==> src/hw/rcd_pkg.sv <==
// constants shared by the residual current and weld monitor
package rcd_pkg;
  localparam int CLK_HZ = 100_000_000;
  // converter sample rate, samples per second
  localparam int SAMPLE_RATE = 25_000;
  localparam int SAMPLE_CYCLES = CLK_HZ / SAMPLE_RATE;
  // extreme-value window, ms
  localparam int WINDOW_MS = 10;
  localparam int WINDOW_SAMPLES = SAMPLE_RATE * WINDOW_MS / 1000;
  // contact settling before weld check, ms
  localparam int SETTLE_MS = 50;
  localparam int SETTLE_CYCLES = CLK_HZ / 1000 * SETTLE_MS;
  localparam int SAMPLE_W = 10;
  // reset values of the trip settings (codes of a 10-bit 1.5 V converter)
  localparam logic [9:0] AC_TRIP_RST = 10'h199;
  localparam logic [9:0] DC_TRIP_RST = 10'h088;
  localparam logic [9:0] HYST_RST = 10'h044;
endpackage

==> src/hw/sync_if.sv <==
// synchronised inputs passed from the synchroniser to the monitor
`timescale 1ns/1ps
`default_nettype none
interface sync_if;
  logic saturation;
  logic senseA;
  logic senseB;
  modport source (output saturation, output senseA, output senseB);
  modport sink (input saturation, input senseA, input senseB);
endinterface
`default_nettype wire

==> src/hw/input_sync.sv <==
// two-stage synchronisers for the asynchronous inputs
`timescale 1ns/1ps
`default_nettype none
module input_sync #(
  parameter int WIDTH = 3
) (
  // clock and reset
  input wire logic clk_sys,
  input wire logic rst,
  // raw inputs
  input wire logic [WIDTH-1:0] raw,
  // synchronised outputs
  sync_if.source out
);
  logic [WIDTH-1:0] stage1;
  logic [WIDTH-1:0] stage2;

  genvar i;
  generate
    for (i = 0; i < WIDTH; i++)
    begin : g_bit
      always_ff @(posedge clk_sys)
      begin
        if (rst)
        begin
          stage1[i] <= 1'b0;
          stage2[i] <= 1'b0;
        end
        else
        begin
          stage1[i] <= raw[i];
          stage2[i] <= stage1[i];
        end
      end
    end
  endgenerate

  assign out.saturation = stage2[0];
  assign out.senseA = stage2[1];
  assign out.senseB = stage2[2];
endmodule
`default_nettype wire

==> src/hw/residual_current_and_weld_monitor.sv <==
// fluxgate excitation, residual fault trip and relay weld check
`timescale 1ns/1ps
`default_nettype none
module residual_current_and_weld_monitor #(
  parameter int SETTLE = rcd_pkg::SETTLE_CYCLES,
  parameter int SAMPLE_PERIOD = rcd_pkg::SAMPLE_CYCLES,
  parameter int WINDOW_LEN = rcd_pkg::WINDOW_SAMPLES
) (
  // clock and reset
  input wire logic clk_sys,
  input wire logic rst,
  // fluxgate excitation
  input wire logic saturationIn,
  output logic bridgeCtrlA,
  output logic bridgeCtrlB,
  // converter interface
  output logic sampleRequest,
  input wire logic sampleValid,
  input wire logic [rcd_pkg::SAMPLE_W-1:0] sampleData,
  // trip settings
  input wire logic [rcd_pkg::SAMPLE_W-1:0] acTripLevel,
  input wire logic [rcd_pkg::SAMPLE_W-1:0] dcTripLevel,
  input wire logic [rcd_pkg::SAMPLE_W-1:0] hystLevel,
  input wire logic settingsLoad,
  // relay and weld check
  input wire logic relayCommand,
  input wire logic line_sense_a,
  input wire logic line_sense_b,
  input wire logic weldClear,
  output logic relayEnable,
  output logic faultTrip,
  output logic faultIsAc,
  output logic weldFault,
  output logic weldCheckDone
);
  localparam int SW = rcd_pkg::SAMPLE_W;
  localparam int SPW = $clog2(SAMPLE_PERIOD + 1);
  localparam int WNW = $clog2(WINDOW_LEN + 1);
  localparam int STW = $clog2(SETTLE + 1);

  typedef enum logic [2:0] {
    RLY_OPEN = 3'b001,
    RLY_CLOSED = 3'b010,
    RLY_SETTLE = 3'b100
  } relay_e;

  // ------------------------------------------------------------
  // input synchronisers
  // ------------------------------------------------------------
  sync_if syncd();

  input_sync #(.WIDTH(3)) u_sync (
    .clk_sys(clk_sys),
    .rst(rst),
    .raw({line_sense_b, line_sense_a, saturationIn}),
    .out(syncd)
  );

  // ------------------------------------------------------------
  // excitation direction toggle
  // ------------------------------------------------------------
  logic satPrev;
  logic direction_toggle_flop;
  wire satRise = syncd.saturation & ~satPrev;

  // edge detector on the synchronised comparator level
  always_ff @(posedge clk_sys)
  begin
    if (rst)
    begin
      satPrev <= 1'b0;
    end
    else
    begin
      satPrev <= syncd.saturation;
    end
  end

  // inverted state feeds its own data input
  always_ff @(posedge clk_sys)
  begin
    if (rst)
    begin
      direction_toggle_flop <= 1'b0;
    end
    else if (satRise)
    begin
      direction_toggle_flop <= ~direction_toggle_flop;
    end
  end

  // both bridge controls reload from the flop state together
  always_ff @(posedge clk_sys)
  begin
    if (rst)
    begin
      bridgeCtrlA <= 1'b0;
      bridgeCtrlB <= 1'b1;
    end
    else if (satRise)
    begin
      bridgeCtrlA <= ~direction_toggle_flop;
      bridgeCtrlB <= direction_toggle_flop;
    end
  end

  // ------------------------------------------------------------
  // sample pacing
  // ------------------------------------------------------------
  logic [SPW-1:0] sampleCount;
  wire sampleTick = (sampleCount == SPW'(SAMPLE_PERIOD - 1));

  always_ff @(posedge clk_sys)
  begin
    if (rst)
    begin
      sampleCount <= '0;
      sampleRequest <= 1'b0;
    end
    else
    begin
      sampleCount <= sampleTick ? '0 : sampleCount + 1'b1;
      sampleRequest <= sampleTick;
    end
  end

  // ------------------------------------------------------------
  // trip settings
  // ------------------------------------------------------------
  logic [SW-1:0] acTrip;
  logic [SW-1:0] dcTrip;
  logic [SW-1:0] hyst;

  always_ff @(posedge clk_sys)
  begin
    if (rst)
    begin
      acTrip <= rcd_pkg::AC_TRIP_RST;
      dcTrip <= rcd_pkg::DC_TRIP_RST;
      hyst <= rcd_pkg::HYST_RST;
    end
    else if (settingsLoad)
    begin
      acTrip <= acTripLevel;
      dcTrip <= dcTripLevel;
      hyst <= hystLevel;
    end
  end

  // ------------------------------------------------------------
  // window peak and trough
  // ------------------------------------------------------------
  logic [SW-1:0] peak;
  logic [SW-1:0] trough;
  logic [WNW-1:0] winCount;
  wire winEnd = sampleValid & (winCount == WNW'(WINDOW_LEN - 1));
  wire [SW-1:0] next_peak = (sampleData > peak) ? sampleData : peak;
  wire [SW-1:0] next_trough = (sampleData < trough) ? sampleData : trough;

  // rectified signal: AC dips to near zero, DC holds its trough high
  wire isDc = (next_trough >= dcTrip);
  wire isAc = ~isDc & (next_peak >= acTrip);
  wire tripSet = isDc | isAc;
  wire tripRelease = (next_peak < hyst);

  // running extremes, restarted at each window end
  always_ff @(posedge clk_sys)
  begin
    if (rst)
    begin
      peak <= '0;
      trough <= '1;
    end
    else if (winEnd)
    begin
      peak <= '0;
      trough <= '1;
    end
    else if (sampleValid)
    begin
      peak <= next_peak;
      trough <= next_trough;
    end
  end

  // samples taken in the current window
  always_ff @(posedge clk_sys)
  begin
    if (rst)
    begin
      winCount <= '0;
    end
    else if (winEnd)
    begin
      winCount <= '0;
    end
    else if (sampleValid)
    begin
      winCount <= winCount + 1'b1;
    end
  end

  // trip judged once per window, closing sample included
  always_ff @(posedge clk_sys)
  begin
    if (rst)
    begin
      faultTrip <= 1'b0;
      faultIsAc <= 1'b0;
    end
    else if (winEnd & tripSet)
    begin
      faultTrip <= 1'b1;
      faultIsAc <= isAc;
    end
    else if (winEnd & tripRelease)
    begin
      faultTrip <= 1'b0;
    end
  end

  // ------------------------------------------------------------
  // relay control and weld check
  // ------------------------------------------------------------
  relay_e relayState;
  relay_e next_relayState;
  logic [STW-1:0] settleCount;
  wire closeReq = relayCommand & ~faultTrip & ~weldFault;
  wire settled = (settleCount == STW'(SETTLE - 1));
  wire lineLive = syncd.senseA | syncd.senseB;

  always_comb
  begin
    next_relayState = relayState;
    unique case (relayState)
      RLY_OPEN: if (closeReq) next_relayState = RLY_CLOSED;
      RLY_CLOSED: if (!closeReq) next_relayState = RLY_SETTLE;
      RLY_SETTLE: if (settled) next_relayState = RLY_OPEN;
      default: next_relayState = RLY_OPEN;
    endcase
  end

  always_ff @(posedge clk_sys)
  begin
    if (rst)
    begin
      relayState <= RLY_OPEN;
    end
    else
    begin
      relayState <= next_relayState;
    end
  end

  // settle delay counts only while the relay is releasing
  always_ff @(posedge clk_sys)
  begin
    if (rst)
    begin
      settleCount <= '0;
    end
    else
    begin
      settleCount <= (relayState == RLY_SETTLE) ? settleCount + 1'b1 : '0;
    end
  end

  // solenoid enable and end-of-settle pulse
  always_ff @(posedge clk_sys)
  begin
    if (rst)
    begin
      relayEnable <= 1'b0;
      weldCheckDone <= 1'b0;
    end
    else
    begin
      relayEnable <= (next_relayState == RLY_CLOSED);
      weldCheckDone <= (relayState == RLY_SETTLE) & settled;
    end
  end

  // sticky weld flag, a set beats a clear
  wire weldSeen = (relayState == RLY_SETTLE) & settled & lineLive;

  always_ff @(posedge clk_sys)
  begin
    if (rst)
    begin
      weldFault <= 1'b0;
    end
    else if (weldSeen)
    begin
      weldFault <= 1'b1;
    end
    else if (weldClear)
    begin
      weldFault <= 1'b0;
    end
  end
endmodule
`default_nettype wire

==> config.mk <==
export PLATFORM = sky130hd
export DESIGN_NAME = residual_current_and_weld_monitor
export DESIGN_NICKNAME = d
export VERILOG_FILES = /design/src/hw/rcd_pkg.sv /design/src/hw/sync_if.sv /design/src/hw/input_sync.sv /design/src/hw/residual_current_and_weld_monitor.sv
export SDC_FILE = /design/constraint.sdc
export NUM_CORES = 1
export LEC_CHECK = 0
export BUFFER_PORTS_ARGS = -buffer_cell sky130_fd_sc_hd__buf_2
export CORE_AREA = 2 2 115 117
export CTS_CLUSTER_SIZE = 14
export DETAILED_ROUTE_END_ITERATION = 7
export DIE_AREA = 0 0 117 119
export PLACE_DENSITY = 0.66
export SETUP_SLACK_MARGIN = 0.1
export SLEW_MARGIN = 20
export SYNTH_ARGS = -nofsm -noshare
export SYNTH_HDL_FRONTEND = slang
export SYNTH_SLANG_ARGS = --single-unit
==> constraint.sdc <==
create_clock -name clk_sys -period 4.4 [get_ports clk_sys]
set_clock_uncertainty 0.15 [all_clocks]
set_input_delay 1.32 -clock clk_sys [delete_from_list [all_inputs] [get_ports clk_sys]]
set_output_delay 1.32 -clock clk_sys [all_outputs]
set_load 0.05 [all_outputs]
# --- Yosys cells after proc, flatten, opt, wreduce, memory -nomap -nowiden ---
# Cells that the tools add are included.
word_totals:
  memories: 0
  ram_bits: 0
  romBits: 0
  inputBits: 49
  latchBits: 0
  out_inout_bits: 8
  register_bits: 111
op_classes:
  add_sub_neg: 3
  reduce_logical: 5
  div_mod_pow: 0
  mul: 0
  n_shift: 0
  n_lt_le_gt_ge: 5
  eq_ne: 7
  muxes: 10
  n_bitwise: 17
op_table:
  columns: ["op", "count"]
  rows:
  - ["23-bit by 1-bit adder with 23-bit output (second input constant)", 1]
  - ["23-bit == test (second input constant)", 1]
  - ["10-bit >= comparator", 2]
  - ["10-bit < comparator", 2]
  - ["10-bit 2-to-1 mux", 2]
  - ["12-bit by 1-bit adder with 12-bit output (second input constant)", 1]
  - ["12-bit == test (second input constant)", 1]
  - ["10-bit greater-than comparator", 1]
  - ["1-bit bitwise AND", 9]
  - ["3-bit 2-to-1 mux", 3]
  - ["3-bit case mux with 3 select lines", 1]
  - ["8-bit by 1-bit adder with 8-bit output (second input constant)", 1]
  - ["8-bit == test (second input constant)", 1]
  - ["3-bit by 2-bit == test with 1-bit output (second input constant)", 2]
  - ["1-bit NOT", 6]
  - ["2-bit OR reduction", 3]
  - ["1-bit 2-to-1 mux", 4]
  - ["2-bit nonzero test", 2]
  - ["3-bit by 1-bit == test with 1-bit output (second input constant)", 1]
  - ["3-bit == test (second input constant)", 1]
  - ["1-bit bitwise OR", 2]

# --- Longest topological paths before layout ---
logic_depth:
  depth_word: 8
  mapped_depth: 16
  depth_no_buf: 15

# --- Hierarchy ---
# From an unflattened synthesis, not the netlist that was laid out.
hier_totals:
  cells_unflattened: 639
  area_unflattened_um2: 5699.2
by_module_without_submodules:
  columns: ["mod", "n_inst", "cells_per_inst", "area_each_um2"]
  rows:
  - ["residual_current_and_weld_monitor", 1, 627, 5541.6]
  - ["input_sync", 1, 12, 157.7]

# --- Worst setup path before layout ---
# Ideal clock, no wire load.
synth_timing:
  kind: "input -> register"
  start: "input sampleData[4] in the netlist's numbering"
  end: "register faultTrip"
  cell_stages: 12
  setup_ns: 0.122
  arrival_ns: 4.224
  setup_slack_ns: -0.096
  path_cell_list: "ha_1 -> and3_1 -> o21ai_0 -> a31oi_1 -> o21ai_2 -> mux2_2 -> ha_1 -> a21o_1 -> a211o_1 -> a41oi_1 -> o22ai_1 -> a311o_1"
synth_between:
  elab_cells_between_ends: 14
  classes_between: "order compare: 5; mux: 3; bitwise: 5; reduce/logical: 1"
synth_rtl:
  columns: ["item", "line_no", "rtl"]
  rows:
  - ["start, declared", "residual_current_and_weld_monitor.sv:19", "input wire logic [rcd_pkg::SAMPLE_W-1:0] sampleData,"]
  - ["10-bit greater-than comparator *", "residual_current_and_weld_monitor.sv:157", "wire [SW-1:0] next_peak = (sampleData > peak) ? sampleData : peak;"]
  - ["10-bit 2-to-1 mux *", "residual_current_and_weld_monitor.sv:157", null]
  - ["net next_peak[7]", "residual_current_and_weld_monitor.sv:157", null]
  - ["10-bit >= comparator", "residual_current_and_weld_monitor.sv:162", "wire isAc = ~isDc & (next_peak >= acTrip);"]
  - ["1-bit bitwise AND", "residual_current_and_weld_monitor.sv:162", null]
  - ["1-bit bitwise OR", "residual_current_and_weld_monitor.sv:163", "wire tripSet = isDc | isAc;"]
  - ["1-bit bitwise AND", "residual_current_and_weld_monitor.sv:211", "else if (winEnd & tripSet)"]
  - ["1-bit 2-to-1 mux or 2-bit nonzero test (tied branches)", null, null]
  - ["end signal, assigned", "residual_current_and_weld_monitor.sv:208", "faultTrip <= 1'b0;"]
  - ["end signal, assigned", "residual_current_and_weld_monitor.sv:213", "faultTrip <= 1'b1;"]
  - ["end signal, assigned", "residual_current_and_weld_monitor.sv:218", "faultTrip <= 1'b0;"]
  - ["end, declared", "residual_current_and_weld_monitor.sv:31", "output logic faultTrip,"]
# The timed path passes the listed nets; every way through them passes the cells marked *.
# A chain may end at the register's enable or synchronous reset.

# --- Worst setup path in the final report ---
layout_timing:
  start: "input sampleData[4] in the netlist's numbering"
  end: "register faultTrip"
layout_between:
  elab_cells_between_ends: 14
  classes_between: "order compare: 5; mux: 3; bitwise: 5; reduce/logical: 1"
layout_rtl:
  columns: ["item", "line_no"]
  rows:
  - ["10-bit greater-than comparator", "residual_current_and_weld_monitor.sv:157"]
  - ["10-bit 2-to-1 mux *", "residual_current_and_weld_monitor.sv:157"]
  - ["net next_peak[4]", "residual_current_and_weld_monitor.sv:157"]
  - ["10-bit >= comparator", "residual_current_and_weld_monitor.sv:162"]
  - ["1-bit bitwise AND", "residual_current_and_weld_monitor.sv:162"]
  - ["1-bit bitwise OR", "residual_current_and_weld_monitor.sv:163"]
  - ["1-bit bitwise AND", "residual_current_and_weld_monitor.sv:211"]
  - ["1-bit 2-to-1 mux or 2-bit nonzero test (tied branches)", null]
# Marks and branches as above.

==> run metrics <==
CP Launch Type=input pin; Ant. Diodes=0; # port buffers=56; combinational fraction of design power=20.6%; pwr/cell area=342.6 nW/µm²; Chip Height=119 µm; clk slew on worst S/H paths=0.08 ns; Clock Sinks=111; status=complete, no violations; CP Max Fanout=4; CORE AREA=12870 µm²; initial antenna violation count=0; Worst EP required=between 4 and 5 ns; Most used DFF post-synth=dfxtp_1; NetSw=672.0 µW; Clock power frac=about a third; aggregate global routing overflow=0; worst vdd ir=0.1599 mV; largest net degree at the start of global routing=40; register area=~2200 µm²; slew margin rel.=28.76%; vias post-DR=4650; Yosys top cell area share=38.68%; synthesized cell area=5746 µm²; Net Sw Frac=28.45%; Clock Path Buffers=2; root cell of the clock tree=clkbuf_16; DRC Markers=0; die area=13920 µm²; R2R depth=15; Async S/R FF share, synth=0%; Final setup viols=0; Starting Density=between 40% and 50%; crit path capture type=flop; Mapped Avg Cell Area=roughly 9.1 µm²; first-pass GRT wire length=20.90 mm; Layout Cells excl Fill=905; Min-Delay Path Class=flop to flop; worst-margin pin slew=1.066 ns; placed cells=885; H-tree lvl count=3; fmax=roughly 240 MHz; Pre-antenna DRT Iters=4; vias in the first global route=4598; ANT nets after route=0; Fin Hold WS=0.2957 ns; DR vias/cell=5.138; Leakage=0.003124 µW; Post-DP HPWL=9.981 mm; number of synthesized flops with an enable pin=0; Fill cells=1154; crit share post-route=between 90 and 100%; sequential power share=between 40% and 50%; max_cap viols=0; RePlAce Congestion=0.8679; RSZ-0062 raised after global routing=false; number of placement rows=42; synth warn=0; Clk Latency, worst-skew pair=0.35 ns; I/O pin cnt=57; Initial DRC Count=165; Yosys reg bits=111; Final Hold Viols=0; Mapped Nets=735; final core utilization=53.57%; CTS Buf Count=9; Synth area leader=dfxtp_1; WP data arrival=4.32 ns; worst hold stages=1; Final #Nets=825; layout cells sized above 1=about 21%; drt wl/cell=14.37 µm; CTS tree=built; Slew Viols, Final=0; overall routing resource usage=between 15 and 20%; synth unique cells=55; final WL=13.01 mm; sequential area share after synthesis=between 30% and 40%; die width=117 µm; ranking of synthesized cells by area=dfxtp_1, ha_1, mux2i_1, nor2_1, inv_1; Area Overhead vs Synth=20.03%; internal power=1691 µW; minimum clock period=4.228 ns; Post-Synthesis Cells=634; Worst Setup Path Type=input pin to flop; Multi-input gate area=3361 µm²
==> layout make-up <==
type,instances,area share (%)
Inverter,54,2.939
Timing Repair Buffer,97,8.708
Tap cell,176,3.193
Multi-Input combinational cell,451,48.73
Sequential cell,111,32.22
Clock inverter,6,0.8890
Clock buffer,10,3.320
==> logic make-up (layout without fill, tap and decap cells) <==
group | Yosys count | count (layout) | synth area share, %
AND/OR/NAND/NOR | 220 | 221 | 18.66
adder cells (fa/ha/maj) | 52 | 52 | 11.32
flip-flops | 111 | 111 | 38.68
multiplexers | 53 | 53 | 10.21
buffers and inverters | 73 | 167 | 4.856
AO/OA/AOI/OAI | 88 | 88 | 10.63
XOR/XNOR | 37 | 37 | 5.640
==> repair_timing <==
item	4_1_cts	5_1_grt
endpoints found under the hold margin	0	0
setup endpoints to repair	0	1
buffers inserted	0	3
hold buffers	0	0
gates resized for setup	0	9
==> power groups by stage <==
stage | Clock (µW) | Sequential, µW | Combinational [µW]
CTS | 821 | 1080 | 466
detailed placement | 0 | 1100 | 462
floorplan | 0 | 1100 | 304
global route | 858 | 1080 | 538
global placement | 0 | 1100 | 444
finish | 799 | 1080 | 486
==> state kept, by name, summed over array words and instances, names as in the netlist <==
register	flops
bridgeCtrlB	1
dcTrip	10
sampleCount	12
bridgeCtrlA	1
settleCount	23
u_sync.out.saturation	1
trough	10
u_sync.out.senseB	1
winCount	8
acTrip	10
relayState	3
faultTrip	1
sampleRequest	1
relayEnable	1
u_sync.out.senseA	1
weldCheckDone	1
hyst	10
satPrev	1
peak	10
u_sync.stage1	3
faultIsAc	1
weldFault	1
==> critical path: stages <==
cell and delay [ns]:
buf_2 0.11, ha_1 0.31, a21o_1 0.20, o21ai_2 0.17
a31oi_2 0.15, o21ai_4 0.21, buf_4 0.18, mux2_4 0.31
ha_1 0.29, a21o_1 0.18, a21oi_1 0.15, o21ai_1 0.12
a41oi_2 0.21, o22ai_1 0.11, a311o_1 0.31
==> worst paths after layout <==
path | startpoint | to | slack (ns)
setup reg to reg | peak[4] | faultTrip | 0.84
setup / recovery | sampleData[4] | faultTrip | 0.17
hold / removal | u_sync.stage1[1] | u_sync.out.senseA | 0.30
hold reg to reg | u_sync.stage1[1] | u_sync.out.senseA | 0.30
==> metrics by stage <==
| stage | instance area (µm²) | worst slack (ns) | total power, µW | setup TNS, ns |
|---|---|---|---|---|
| final | 6897 | 0.1719 | 2363 | 0 |
| after detailed placement | 6533 | -0.2377 | 1563 | -0.3231 |
| after global placement | 6525 | -0.1392 | 1544 | -0.1917 |
| after floorplan | 5811 | 0.1123 | 1402 | 0 |
| after CTS | 6823 | 0.1264 | 2365 | 0 |
| after global routing | 6897 | 0.09838 | 2480 | 0 |
==> synthesized netlist by cell type (all sizes together) (4+ instances only) <==
cell / n
buf: 6
dfxtp: 111
xnor2: 15
a21oi: 22
nand3: 19
nand2b: 6
nor3: 4
o211ai: 9
mux2i: 35
and4: 5
mux2: 18
nor2: 93
a31oi: 4
nand2: 39
a211o: 10
and3: 6
nand4: 12
ha: 52
clkbuf: 13
and2: 4
nor2b: 13
inv: 54
nor4: 6
xor2: 22
o21ai: 17
a21o: 12
==> layout by cell type, fill, tap and decap left out, types with 6 or more instances in the layout <==
| cell | synthesis | routed |
|---|---|---|
| a211o_1 | 10 | 10 |
| a21o_1 | 12 | 12 |
| a21oi_1 | 22 | 22 |
| and3_1 | 6 | 6 |
| buf_2 | 1 | 56 |
| buf_4 | 1 | 40 |
| clkbuf_16 | 0 | 9 |
| dfxtp_1 | 111 | 111 |
| ha_1 | 52 | 49 |
| inv_1 | 54 | 54 |
| mux2_4 | 9 | 13 |
| mux2i_1 | 35 | 35 |
| nand2_1 | 38 | 38 |
| nand2b_1 | 6 | 6 |
| nand3_1 | 19 | 19 |
| nand4_1 | 12 | 12 |
| nor2_1 | 92 | 91 |
| nor2b_1 | 13 | 13 |
| o211ai_1 | 9 | 9 |
| o21ai_0 | 12 | 8 |
| o21ai_1 | 3 | 6 |
| xnor2_1 | 15 | 15 |
| xor2_1 | 22 | 22 |
==> metal layers <==
| metal | global-route usage (%) | routed length, µm |
|---|---|---|
| met1 | 23.95 | 6010 |
| met2 | 32.41 | 6251 |
| met3 | 3.562 | 468 |
| met4 | 8.162 | 275 |
| met5 | 0 | 0 |
Power figures use the tool's default switching activity.
